`config.mk`:
```
export PLATFORM = sky130hd
export DESIGN_NAME = asp_ctrl
export DESIGN_NICKNAME = d
export VERILOG_FILES = /design/src/hw/asp_pkg.sv /design/src/hw/asp_mck_gen.sv /design/src/hw/asp_frame_gen.sv /design/src/hw/asp_ctrl.sv
export SDC_FILE = /design/constraint.sdc
export NUM_CORES = 1
export LEC_CHECK = 0
export BUFFER_PORTS_ARGS = -buffer_cell sky130_fd_sc_hd__buf_2
export CORE_ASPECT_RATIO = 1.75
export CORE_MARGIN = 3
export CORE_UTILIZATION = 40
export CTS_CLUSTER_DIAMETER = 100
export DETAILED_ROUTE_END_ITERATION = 6
export GPL_TIMING_DRIVEN = 0
export PLACE_DENSITY = 0.54
export RECOVER_POWER = 50
export SLEW_MARGIN = 5
export SYNTH_ARGS = -nofsm -noshare
export SYNTH_HDL_FRONTEND = slang
export SYNTH_HIERARCHICAL = 1
export SYNTH_SLANG_ARGS = --single-unit
```
`constraint.sdc`:
```
create_clock -name clock -period 4.3 [get_ports clock]
set_clock_uncertainty 0.2 [all_clocks]
set_input_delay 0.43 -clock clock [delete_from_list [all_inputs] [get_ports clock]]
set_output_delay 0.43 -clock clock [all_outputs]
set_load 0.1 [all_outputs]
```
`src/hw/asp_pkg.sv`:
```
// shared constants and types of the audio serial port control block
package asp_pkg;
  localparam int          ADDR_W        = 12;
  localparam int          DATA_W        = 32;
  localparam int          CNT_W         = 16;
  // register offsets
  localparam logic [11:0] OFS_START     = 12'h000;
  localparam logic [11:0] OFS_STOP      = 12'h004;
  localparam logic [11:0] OFS_EV_RXUPD  = 12'h104;
  localparam logic [11:0] OFS_EV_STOP   = 12'h108;
  localparam logic [11:0] OFS_EV_TXUPD  = 12'h114;
  localparam logic [11:0] OFS_IRQ_WORD  = 12'h300;
  localparam logic [11:0] OFS_IRQ_SET   = 12'h304;
  localparam logic [11:0] OFS_IRQ_CLR   = 12'h308;
  localparam logic [11:0] OFS_ENABLE    = 12'h500;
  localparam logic [11:0] OFS_ROLE      = 12'h504;
  localparam logic [11:0] OFS_RECEIVE_ENABLE      = 12'h508;
  localparam logic [11:0] OFS_TRANSMIT_ENABLE      = 12'h50c;
  localparam logic [11:0] OFS_MASTER_CLOCK_ENABLE     = 12'h510;
  localparam logic [11:0] OFS_MCKDIV    = 12'h514;
  localparam logic [11:0] OFS_RATIO     = 12'h518;
  localparam logic [11:0] OFS_SAMPLE_WIDTH_SELECT    = 12'h51c;
  localparam logic [11:0] OFS_RXPTR     = 12'h538;
  localparam logic [11:0] OFS_TXPTR     = 12'h540;
  localparam logic [11:0] OFS_BUFFER_WORD_COUNT    = 12'h550;
  // event bit positions, shared by event status and irq enable
  localparam int          EV_RXUPD_BIT  = 1;
  localparam int          EV_STOP_BIT   = 2;
  localparam int          EV_TXUPD_BIT  = 5;
  localparam int          EV_W          = 6;
  localparam logic [5:0]  EV_MASK       = 6'h26;
  // reset values
  localparam logic [31:0] RST_MCKDIV    = 32'h20000000;
  localparam logic [3:0]  RST_RATIO     = 4'h6;
  localparam logic [1:0]  RST_SAMPLE_WIDTH_SELECT    = 2'h1;
  localparam logic        RST_TRANSMIT_ENABLE      = 1'b1;
  localparam logic        RST_MASTER_CLOCK_ENABLE     = 1'b1;
  localparam logic        ROLE_MASTER   = 1'b0;
  // timing: system clock and master clock source
  localparam int          CLK_MHZ       = 50;
  localparam int          SRC_MHZ       = 32;
  localparam int          RATIO_CODES   = 9;
  localparam logic [9:0]  RATIO_DIV [RATIO_CODES] = '{
    10'd32, 10'd48, 10'd64, 10'd96, 10'd128, 10'd192, 10'd256, 10'd384, 10'd512};

  typedef struct packed {
    logic sckRise;
    logic sckFall;
    logic frameStart;
  } asp_edges_t;
endpackage

```
`src/hw/asp_mck_gen.sv`:
```
// master clock generator: 32 MHz source rate made from the system clock, then phase divided
`timescale 1ns/1ps
module asp_mck_gen
  import asp_pkg::*;
(
  input  wire logic        clock,
  input  wire logic        rstn,
  input  wire logic        run,
  input  wire logic [31:0] freqWord,
  output logic             mck,
  output logic             mckRise
);
  localparam logic [5:0] SRC_STEP = 6'(SRC_MHZ);
  localparam logic [5:0] CLK_MOD  = 6'(CLK_MHZ);

  logic [5:0]  srcAcc_r;
  logic        srcTick;
  logic [31:0] phase_r;
  logic [31:0] phaseNxt;

  // a fractional step keeps the source rate exact on average, at the cost of some jitter
  // one extra bit so the sum cannot wrap before the compare
  assign srcTick  = ({1'b0, srcAcc_r} + {1'b0, SRC_STEP}) >= {1'b0, CLK_MOD};
  assign phaseNxt = phase_r + freqWord;

  always_ff @(posedge clock) begin
    if (!rstn || !run) begin
      srcAcc_r <= 6'h00;
    end else if (srcTick) begin
      srcAcc_r <= srcAcc_r + SRC_STEP - CLK_MOD;
    end else begin
      srcAcc_r <= srcAcc_r + SRC_STEP;
    end
  end

  always_ff @(posedge clock) begin
    if (!rstn || !run) begin
      phase_r <= 32'h00000000;
      mck     <= 1'b0;
      mckRise <= 1'b0;
    end else begin
      mckRise <= 1'b0;
      if (srcTick) begin
        phase_r <= phaseNxt;
        mck     <= phaseNxt[31];
        mckRise <= phaseNxt[31] & ~phase_r[31];
      end
    end
  end
endmodule

```
`src/hw/asp_frame_gen.sv`:
```
// bit and frame clock generator for master role, counted in master clock periods
`timescale 1ns/1ps
module asp_frame_gen
  import asp_pkg::*;
(
  input  wire logic       clock,
  input  wire logic       rstn,
  input  wire logic       run,
  input  wire logic       mckRise,
  input  wire logic [3:0] ratioCode,
  output asp_edges_t      edges,
  output logic            sck,
  output logic            frame_select_clock
);
  logic [9:0] div;
  logic [9:0] cnt_r;

  // unlisted codes fall back to the reset ratio
  assign div = (ratioCode < 4'(RATIO_CODES)) ? RATIO_DIV[ratioCode] : RATIO_DIV[RST_RATIO];

  always_ff @(posedge clock) begin
    if (!rstn || !run) begin
      cnt_r <= 10'h000;
      sck   <= 1'b0;
      frame_select_clock  <= 1'b0;
      edges <= '0;
    end else begin
      edges <= '0;
      if (mckRise) begin
        cnt_r         <= (cnt_r >= div - 10'h001) ? 10'h000 : cnt_r + 10'h001;
        frame_select_clock          <= (cnt_r >= div - 10'h001) ? 1'b0 : (cnt_r + 10'h001 >= (div >> 1));
        sck           <= ~sck;
        edges.sckRise <= ~sck;
        edges.sckFall <= sck;
        edges.frameStart <= (cnt_r >= div - 10'h001);
      end
    end
  end
endmodule

```
`src/hw/asp_ctrl.sv`:
```
// audio serial port: registers, tasks, events, pins and sample shifting
//
// Operation
// - tx pointer update irq needs its enable
// - clear register write one disables irq
// - module works only while enable holds one
// - receive disabled writes no received words
// - master clock enable runs generator, drives pin
// - master clock is 32 MHz over divisor
// - frame clock is master clock over ratio
// - start task begins transfer and generator
// - stop task halts all, raises stopped event
// - pointer copied, update event per buffer count
// - enabled module owns pins and directions
`timescale 1ns/1ps
module asp_ctrl
  import asp_pkg::*;
(
  input  wire logic              clock,
  input  wire logic              rstn,
  input  wire logic [ADDR_W-1:0] regAddr,
  input  wire logic [DATA_W-1:0] regWdata,
  input  wire logic              regWr,
  input  wire logic              regRd,
  output logic      [DATA_W-1:0] regRdata,
  output logic                   irq,
  input  wire logic [31:0]       txWord,
  output logic                   txTake,
  output logic      [31:0]       rxWord,
  output logic                   rxValid,
  output logic      [31:0]       txBufAddr,
  output logic      [31:0]       rxBufAddr,
  output logic      [1:0]        sampleWidth,
  output logic                   mckPinOut,
  output logic                   mckPinOeN,
  input  wire logic              sckPinIn,
  output logic                   sckPinOut,
  output logic                   sckPinOeN,
  input  wire logic              lrckPinIn,
  output logic                   lrckPinOut,
  output logic                   lrckPinOeN,
  input  wire logic              sdinPin,
  output logic                   sdoutPinOut,
  output logic                   sdoutPinOeN
);
  logic             enable_r;
  logic             role_r;
  logic             receive_enable_r;
  logic             transmit_enable_r;
  logic             master_clock_enable_r;
  logic [31:0]      mckDiv_r;
  logic [3:0]       ratio_r;
  logic [1:0]       sample_width_select_r;
  logic [31:0]      rxPtr_r;
  logic [31:0]      txPtr_r;
  logic [CNT_W-1:0] buffer_word_count_r;
  logic [EV_W-1:0]  ien_r;
  logic [EV_W-1:0]  ev_r;
  logic [EV_W-1:0]  evSet;
  logic             running_r;
  logic             active;
  logic             genRun;
  logic             wrHit;
  logic             startTask;
  logic             stopTask;

  logic             mckLvl;
  logic             mckRise;
  asp_edges_t       genEdges;
  asp_edges_t       edges;
  logic             genSck;
  logic             genLrck;

  logic [2:0]       sckSync_r;
  logic [2:0]       lrckSync_r;
  logic [1:0]       sdinSync_r;

  logic [31:0]      rxShift_r;
  logic [31:0]      txShift_r;
  logic [CNT_W-1:0] rxCnt_r;
  logic [CNT_W-1:0] txCnt_r;
  logic             rxWrap;
  logic             txWrap;
  logic             rxTake;
  logic             txLoad;

  assign wrHit     = regWr;
  assign startTask = wrHit && regAddr == OFS_START && regWdata[0];
  assign stopTask  = wrHit && regAddr == OFS_STOP && regWdata[0];
  assign active    = enable_r & running_r;
  assign genRun    = active & master_clock_enable_r;

  // configuration registers
  always_ff @(posedge clock) begin
    if (!rstn) begin
      enable_r <= 1'b0;
      role_r   <= ROLE_MASTER;
      receive_enable_r   <= 1'b0;
      transmit_enable_r   <= RST_TRANSMIT_ENABLE;
      master_clock_enable_r  <= RST_MASTER_CLOCK_ENABLE;
      mckDiv_r <= RST_MCKDIV;
      ratio_r  <= RST_RATIO;
      sample_width_select_r <= RST_SAMPLE_WIDTH_SELECT;
      rxPtr_r  <= 32'h00000000;
      txPtr_r  <= 32'h00000000;
      buffer_word_count_r <= '0;
    end else if (wrHit) begin
      unique case (regAddr)
        OFS_ENABLE: enable_r <= regWdata[0];
        OFS_ROLE:   role_r   <= regWdata[0];
        OFS_RECEIVE_ENABLE:   receive_enable_r   <= regWdata[0];
        OFS_TRANSMIT_ENABLE:   transmit_enable_r   <= regWdata[0];
        OFS_MASTER_CLOCK_ENABLE:  master_clock_enable_r  <= regWdata[0];
        OFS_MCKDIV: mckDiv_r <= regWdata;
        OFS_RATIO:  ratio_r  <= regWdata[3:0];
        OFS_SAMPLE_WIDTH_SELECT: sample_width_select_r <= regWdata[1:0];
        OFS_RXPTR:  rxPtr_r  <= regWdata;
        OFS_TXPTR:  txPtr_r  <= regWdata;
        OFS_BUFFER_WORD_COUNT: buffer_word_count_r <= regWdata[CNT_W-1:0];
        default: ;
      endcase
    end
  end

  // interrupt enable word, plus set and clear aliases
  always_ff @(posedge clock) begin
    if (!rstn) begin
      ien_r <= '0;
    end else if (wrHit) begin
      if (regAddr == OFS_IRQ_WORD) begin
        ien_r <= regWdata[EV_W-1:0] & EV_MASK;
      end else if (regAddr == OFS_IRQ_SET) begin
        ien_r <= ien_r | (regWdata[EV_W-1:0] & EV_MASK);
      end else if (regAddr == OFS_IRQ_CLR) begin
        ien_r <= ien_r & ~regWdata[EV_W-1:0];
      end
    end
  end

  // run state from the start and stop tasks
  always_ff @(posedge clock) begin
    if (!rstn || !enable_r) begin
      running_r <= 1'b0;
    end else if (stopTask) begin
      running_r <= 1'b0;
    end else if (startTask) begin
      running_r <= 1'b1;
    end
  end

  // events: hardware set wins over a software clear in the same cycle
  always_comb begin
    evSet                = '0;
    evSet[EV_RXUPD_BIT]  = rxWrap;
    evSet[EV_TXUPD_BIT]  = txWrap;
    evSet[EV_STOP_BIT]   = stopTask && running_r;
  end

  always_ff @(posedge clock) begin
    if (!rstn) begin
      ev_r <= '0;
    end else begin
      ev_r[EV_RXUPD_BIT] <= evSet[EV_RXUPD_BIT]
        | (ev_r[EV_RXUPD_BIT] & ~(wrHit && regAddr == OFS_EV_RXUPD && regWdata[0]));
      ev_r[EV_STOP_BIT]  <= evSet[EV_STOP_BIT]
        | (ev_r[EV_STOP_BIT] & ~(wrHit && regAddr == OFS_EV_STOP && regWdata[0]));
      ev_r[EV_TXUPD_BIT] <= evSet[EV_TXUPD_BIT]
        | (ev_r[EV_TXUPD_BIT] & ~(wrHit && regAddr == OFS_EV_TXUPD && regWdata[0]));
    end
  end

  // one level output, gated per event by the enable word
  always_ff @(posedge clock) begin
    if (!rstn) begin
      irq <= 1'b0;
    end else begin
      irq <= |(ev_r & ien_r);
    end
  end

  // read port, data in the cycle after the strobe
  always_ff @(posedge clock) begin
    if (!rstn) begin
      regRdata <= 32'h00000000;
    end else if (regRd) begin
      unique case (regAddr)
        OFS_EV_RXUPD: regRdata <= {31'h0, ev_r[EV_RXUPD_BIT]};
        OFS_EV_STOP:  regRdata <= {31'h0, ev_r[EV_STOP_BIT]};
        OFS_EV_TXUPD: regRdata <= {31'h0, ev_r[EV_TXUPD_BIT]};
        OFS_IRQ_WORD,
        OFS_IRQ_SET,
        OFS_IRQ_CLR:  regRdata <= {26'h0, ien_r};
        OFS_ENABLE:   regRdata <= {31'h0, enable_r};
        OFS_ROLE:     regRdata <= {31'h0, role_r};
        OFS_RECEIVE_ENABLE:     regRdata <= {31'h0, receive_enable_r};
        OFS_TRANSMIT_ENABLE:     regRdata <= {31'h0, transmit_enable_r};
        OFS_MASTER_CLOCK_ENABLE:    regRdata <= {31'h0, master_clock_enable_r};
        OFS_MCKDIV:   regRdata <= mckDiv_r;
        OFS_RATIO:    regRdata <= {28'h0, ratio_r};
        OFS_SAMPLE_WIDTH_SELECT:   regRdata <= {30'h0, sample_width_select_r};
        OFS_RXPTR:    regRdata <= rxPtr_r;
        OFS_TXPTR:    regRdata <= txPtr_r;
        OFS_BUFFER_WORD_COUNT:   regRdata <= {{(32-CNT_W){1'b0}}, buffer_word_count_r};
        default:      regRdata <= 32'h00000000;
      endcase
    end
  end

  asp_mck_gen u_mck (
    .clock    (clock),
    .rstn     (rstn),
    .run      (genRun),
    .freqWord (mckDiv_r),
    .mck      (mckLvl),
    .mckRise  (mckRise)
  );

  // in slave role the bit and frame clocks come from the pins, so the generator idles
  asp_frame_gen u_frame (
    .clock     (clock),
    .rstn      (rstn),
    .run       (genRun && role_r == ROLE_MASTER),
    .mckRise   (mckRise),
    .ratioCode (ratio_r),
    .edges     (genEdges),
    .sck       (genSck),
    .frame_select_clock      (genLrck)
  );

  // pin synchronisers; only the second and third stages are looked at
  always_ff @(posedge clock) begin
    if (!rstn) begin
      sckSync_r  <= 3'h0;
      lrckSync_r <= 3'h0;
      sdinSync_r <= 2'h0;
    end else begin
      sckSync_r  <= {sckSync_r[1:0], sckPinIn};
      lrckSync_r <= {lrckSync_r[1:0], lrckPinIn};
      sdinSync_r <= {sdinSync_r[0], sdinPin};
    end
  end

  always_comb begin
    if (role_r == ROLE_MASTER) begin
      edges = genEdges;
    end else begin
      edges.sckRise    = sckSync_r[1] & ~sckSync_r[2];
      edges.sckFall    = ~sckSync_r[1] & sckSync_r[2];
      edges.frameStart = ~lrckSync_r[1] & lrckSync_r[2];
    end
  end

  assign rxTake = active && edges.frameStart && receive_enable_r;
  assign txLoad = active && edges.frameStart && transmit_enable_r;
  assign rxWrap = rxTake && (rxCnt_r + 1'b1 >= buffer_word_count_r);
  assign txWrap = txLoad && (txCnt_r + 1'b1 >= buffer_word_count_r);

  // serial shifting: sample on bit clock rise, launch on fall, one word per frame
  always_ff @(posedge clock) begin
    if (!rstn || !active) begin
      rxShift_r   <= 32'h00000000;
      txShift_r   <= 32'h00000000;
      sdoutPinOut <= 1'b0;
    end else begin
      if (edges.sckRise) begin
        rxShift_r <= {rxShift_r[30:0], sdinSync_r[1]};
      end
      if (txLoad) begin
        txShift_r <= txWord;
      end else if (edges.sckFall) begin
        sdoutPinOut <= txShift_r[31];
        txShift_r   <= {txShift_r[30:0], 1'b0};
      end
    end
  end

  // word hand-off to the memory side and buffer counting
  always_ff @(posedge clock) begin
    if (!rstn) begin
      rxWord  <= 32'h00000000;
      rxValid <= 1'b0;
      txTake  <= 1'b0;
      rxCnt_r <= '0;
      txCnt_r <= '0;
    end else begin
      rxValid <= rxTake;
      txTake  <= txLoad;
      if (rxTake) begin
        rxWord <= rxShift_r;
      end
      if (startTask || rxWrap) begin
        rxCnt_r <= '0;
      end else if (rxTake) begin
        rxCnt_r <= rxCnt_r + 1'b1;
      end
      if (startTask || txWrap) begin
        txCnt_r <= '0;
      end else if (txLoad) begin
        txCnt_r <= txCnt_r + 1'b1;
      end
    end
  end

  // working pointers: copied at start for each enabled direction and again at every buffer boundary
  always_ff @(posedge clock) begin
    if (!rstn) begin
      txBufAddr <= 32'h00000000;
      rxBufAddr <= 32'h00000000;
    end else begin
      if ((startTask && transmit_enable_r) || txWrap) begin
        txBufAddr <= txPtr_r;
      end
      if ((startTask && receive_enable_r) || rxWrap) begin
        rxBufAddr <= rxPtr_r;
      end
    end
  end

  // pin ownership and direction while enabled; released pins read as undriven
  always_ff @(posedge clock) begin
    if (!rstn) begin
      mckPinOut   <= 1'b0;
      mckPinOeN   <= 1'b1;
      sckPinOut   <= 1'b0;
      sckPinOeN   <= 1'b1;
      lrckPinOut  <= 1'b0;
      lrckPinOeN  <= 1'b1;
      sdoutPinOeN <= 1'b1;
      sampleWidth <= RST_SAMPLE_WIDTH_SELECT;
    end else begin
      mckPinOut   <= mckLvl;
      mckPinOeN   <= ~(enable_r & master_clock_enable_r);
      sckPinOut   <= genSck;
      sckPinOeN   <= ~(enable_r && role_r == ROLE_MASTER);
      lrckPinOut  <= genLrck;
      lrckPinOeN  <= ~(enable_r && role_r == ROLE_MASTER);
      sdoutPinOeN <= ~enable_r;
      sampleWidth <= sample_width_select_r;
    end
  end
endmodule

```
==> run_results.csv <==
group,metric,value,unit
critical_path,critPathRequiredTime,4.58,ns
floorplanning,die_w,175.8,um
outcome,outcome,"complete, no violations",
timing,rsz0062_at_grt,"no",
floorplanning,coreArea,0.04973,sq mm
clock_network,ctsResizeCount,0,
timing,max_freq,0.2483,GHz
detailed_routing,vias_per_cell,5.339,
detailed_routing,wirelength,68350,um
timing,worstMarginPinSlew,1.436,ns
synth,ys_types,90,
layout,post-route-util,0.4790,
clock_network,cts_max_level,2,
synth,synth_edf_count,0,
floorplanning,ios,224,
detailed_routing,drt_iter0_drc,997,
critical_path,crit_type,"flip-flop to flip-flop",
synth,synthFlopType,"dfxtp_1",
synth,ys_async_sr_fraction,0,
timing,hold_slack,0.03741,ns
global_route,grt_pass1_vias,18370,
floorplanning,dieArea,0.05326,sq mm
timing,final-max-slew-violation-count,0,
pwr,leakage,9.019,nW
critical_path,startpoint_type,"flip-flop",
critical_path,cp_max_fo,10,
critical_path,r2r-end,"rxBufAddr[10]$_SDFFE_PN0P_",
timing,setup_tns,0,ns
placed_design,placed_cell_area,0.02209,sq mm
detailed_routing,vias,18260,
layout,num-nets-final,2893,
global_route,use_met1,0.2494,
timing,fin_ws,0.2728,ns
placed_design,dp_hpwl,53540,um
critical_path,reg2reg_setup_slack,0.27,ns
pwr,finalPower,8.150,mW
pwr,internal-power,6.261,mW
floorplanning,fp-row-count,108,
placed_design,dp_cells,3281,
floorplanning,initial_core_util,0.4056,
synth,avgSynthCellArea,8.397,sq um
critical_path,r2r-start,"rxCnt_r[2]$_SDFFE_PP0P_",
hold_path,min_from,"txWord[19]",
global_route,gr-total-overflow,0,
detailed_routing,first_pass_iters,6,
detailed_routing,ant_nets,0,
hold_path,worstHoldPathCells,3,
synth,ys_seq_area_frac,0.4268,
global_route,grt_max_degree,15,
critical_path,r2r_cells,13,
synth,syn_nets,2566,
synth,synth_area_leaders,"dfxtp_1, nand2_1, mux2i_1, a21oi_1, ha_1",
clock_network,clk_latency,0.55,ns
timing,finalCritPeriodShare,0.9366,
layout,layout-drive-gt1-share,0.07832,
pwr,p_comb_frac,0.047,
global_route,grt_pass1_wl,104100,um
global_route,antenna_found_initial,3,
layout,mostFrequentLayoutCell,"nand2_1",
synth,netlist_instances,2402,
clock_network,cts_setup_buffers,0,
clock_network,cts_hold_buf,63,
clock_network,cts.sinks,430,
hold_path,hp-class,"input pin to flip-flop",
flow_run,cap_violations,0,
layout,design_area,0.02382,sq mm
timing,max_slew_margin,0.02918,
detailed_routing,drc,0,
floorplanning,die_y,303.1,um
pwr,swShare,0.2317,
layout,instances_no_fill,3420,
timing,hold_viol,0,
synth,netlist_area,0.02017,sq mm
synth,ys_ff_latch,430,
global_route,grt_use_met3,0.03143,
pwr,ir_worst_vdd,290.6,uV
timing,period_needed,4.027,ns
clock_network,cts.reportedPaths.clkPinSlew,0.06,ns
clock_network,cts_root_buffer,"clkbuf_16",
critical_path,arrival,4.31,ns
pwr,pwr-share-clk,0.462,
pwr,seqPwrFrac,0.492,
timing,setup_viol,0,
synth,synth_top_area_frac,0.4268,
clock_network,cts_max_path_buffers,3,
global_route,grt_busiest_layer,"met2",
layout,final_cell_mix,"nand2_1, dfxtp_1, clkbuf_1",
pwr,powerDensity,342.1,mW/mm^2
critical_path,end_kind,"flip-flop",
clock_network,cts_tree,"done",
placed_design,post-place-ws,0.2893,ns
layout,syn_to_final_growth,18.09,%
clock_network,numCtsBuffers,43,
synth,yosys_warnings,6,
global_route,met2_usage,0.5051,
global_route,grt_use_total,0.2512,
detailed_routing,wl_per_cell,19.98,um
synth,yosysTopAreaCell,"dfxtp_1",
pwr,p_sw,1.888,mW
hold_path,min_to,"txShift_r[19]$_SDFFE_PP0P_",
placed_design,gp_congestion,0.9672,
placed_design,port-buffer-count,219,
## cell usage after synthesis, drive strengths merged (8+ instances only)
library cell,count
or3,8
nand2b,14
a211oi,70
a21o,19
and3,12
nand4,21
o21ai,45
o211ai,10
nand3,62
buf,53
a221oi,14
dfxtp,430
xnor2,63
xor2,28
a222oi,18
a21oi,230
ha,80
mux2i,141
nand3b,9
a31oi,12
clkbuf,95
nor3,20
nand2,569
nor2,215
nor2b,9
o21bai,8
a21boi,8
and2,21
inv,37
## registers in the layout, summed over array words and instances (netlist names), 3 cells and up, named ones only
signal	flops
rxPtr_r	32
rxCnt_r	16
regRdata	32
rxShift_r	32
u_frame/cnt_r	10
lrckSync_r	3
txShift_r	32
txCnt_r	16
rxWord	32
buffer_word_count_r	16
u_mck/phase_r	31
txPtr_r	32
ien_r	3
u_frame/edges	3
u_mck/srcAcc_r	5
txBufAddr	32
ev_r	3
mckDiv_r	32
ratio_r	4
rxBufAddr	32
sckSync_r	3
## layer usage
metal / routed length, um / share of wire
met1: 24130 / 0.35
met2: 37720 / 0.55
met3: 2822 / 0.041
met4: 3652 / 0.053
met5: 20 / 0.00029
## power by group through the flow
stage	logic [mW]	clock network (mW)	registers, mW
final	0.380	3.76	4.01
after detailed placement	0.342	0	4.10
after global placement	0.341	0	4.10
after global routing	0.397	3.99	4.01
after CTS	0.389	3.86	4.01
after floorplan	0.104	0	4.18
## layout make-up
cell class | instances | area, sq um
repair buffers | 282 | 1546
inverters | 37 | 138.9
clock inverters | 14 | 127.6
clock buffers | 60 | 1262
multi-input cells | 1787 | 10630
flip-flops and latches | 430 | 8608
fillers | 5030 | 25910
well taps | 660 | 825.8
plain buffers | 148 | 680.7
diodes | 2 | 5.005
## cells by family after synthesis
logic type,after synthesis,synth area share
other cells,1,0.0001859
flops,430,0.4268
compound gates,486,0.1559
fa+ha+maj,81,0.05062
buf+inv,185,0.04206
xor+xnor,91,0.03951
simple gates,985,0.2139
mux,143,0.07109
## critical path, stage by stage, from the launching register on
cell      delay (ns)
dfxtp_1         0.41
nand3_1         0.18
nor2_2          0.37
nand4_1         0.25
nor2_1          0.18
xor2_1          0.19
ha_1            0.28
a21oi_1         0.15
o21ai_1         0.10
or3_1           0.38
o211ai_2        0.36
a21boi_4        0.42
buf_6           0.27
mux2i_1         0.20
## how the worst max path moves through the flow
stage / startpoint / end / slack [ns] / cells past startpoint
2_1_floorplan: rxCnt_r[5]$_SDFFE_PP0P_ / rxBufAddr[10]$_SDFFE_PN0P_ / 1.02 / 14
3_3_place_gp: rxCnt_r[0]$_SDFFE_PP0P_ / rxBufAddr[2]$_SDFFE_PN0P_ / 0.28 / 14
3_5_place_dp: rxCnt_r[2]$_SDFFE_PP0P_ / rxBufAddr[2]$_SDFFE_PN0P_ / 0.29 / 13
4_1_cts: rxCnt_r[2]$_SDFFE_PP0P_ / rxBufAddr[2]$_SDFFE_PN0P_ / 0.27 / 13
5_1_grt: rxCnt_r[0]$_SDFFE_PP0P_ / rxBufAddr[9]$_SDFFE_PN0P_ / 0.02 / 14
6_report: rxCnt_r[2]$_SDFFE_PP0P_ / rxBufAddr[10]$_SDFFE_PN0P_ / 0.27 / 13
(Power assumes the default switching activity.)
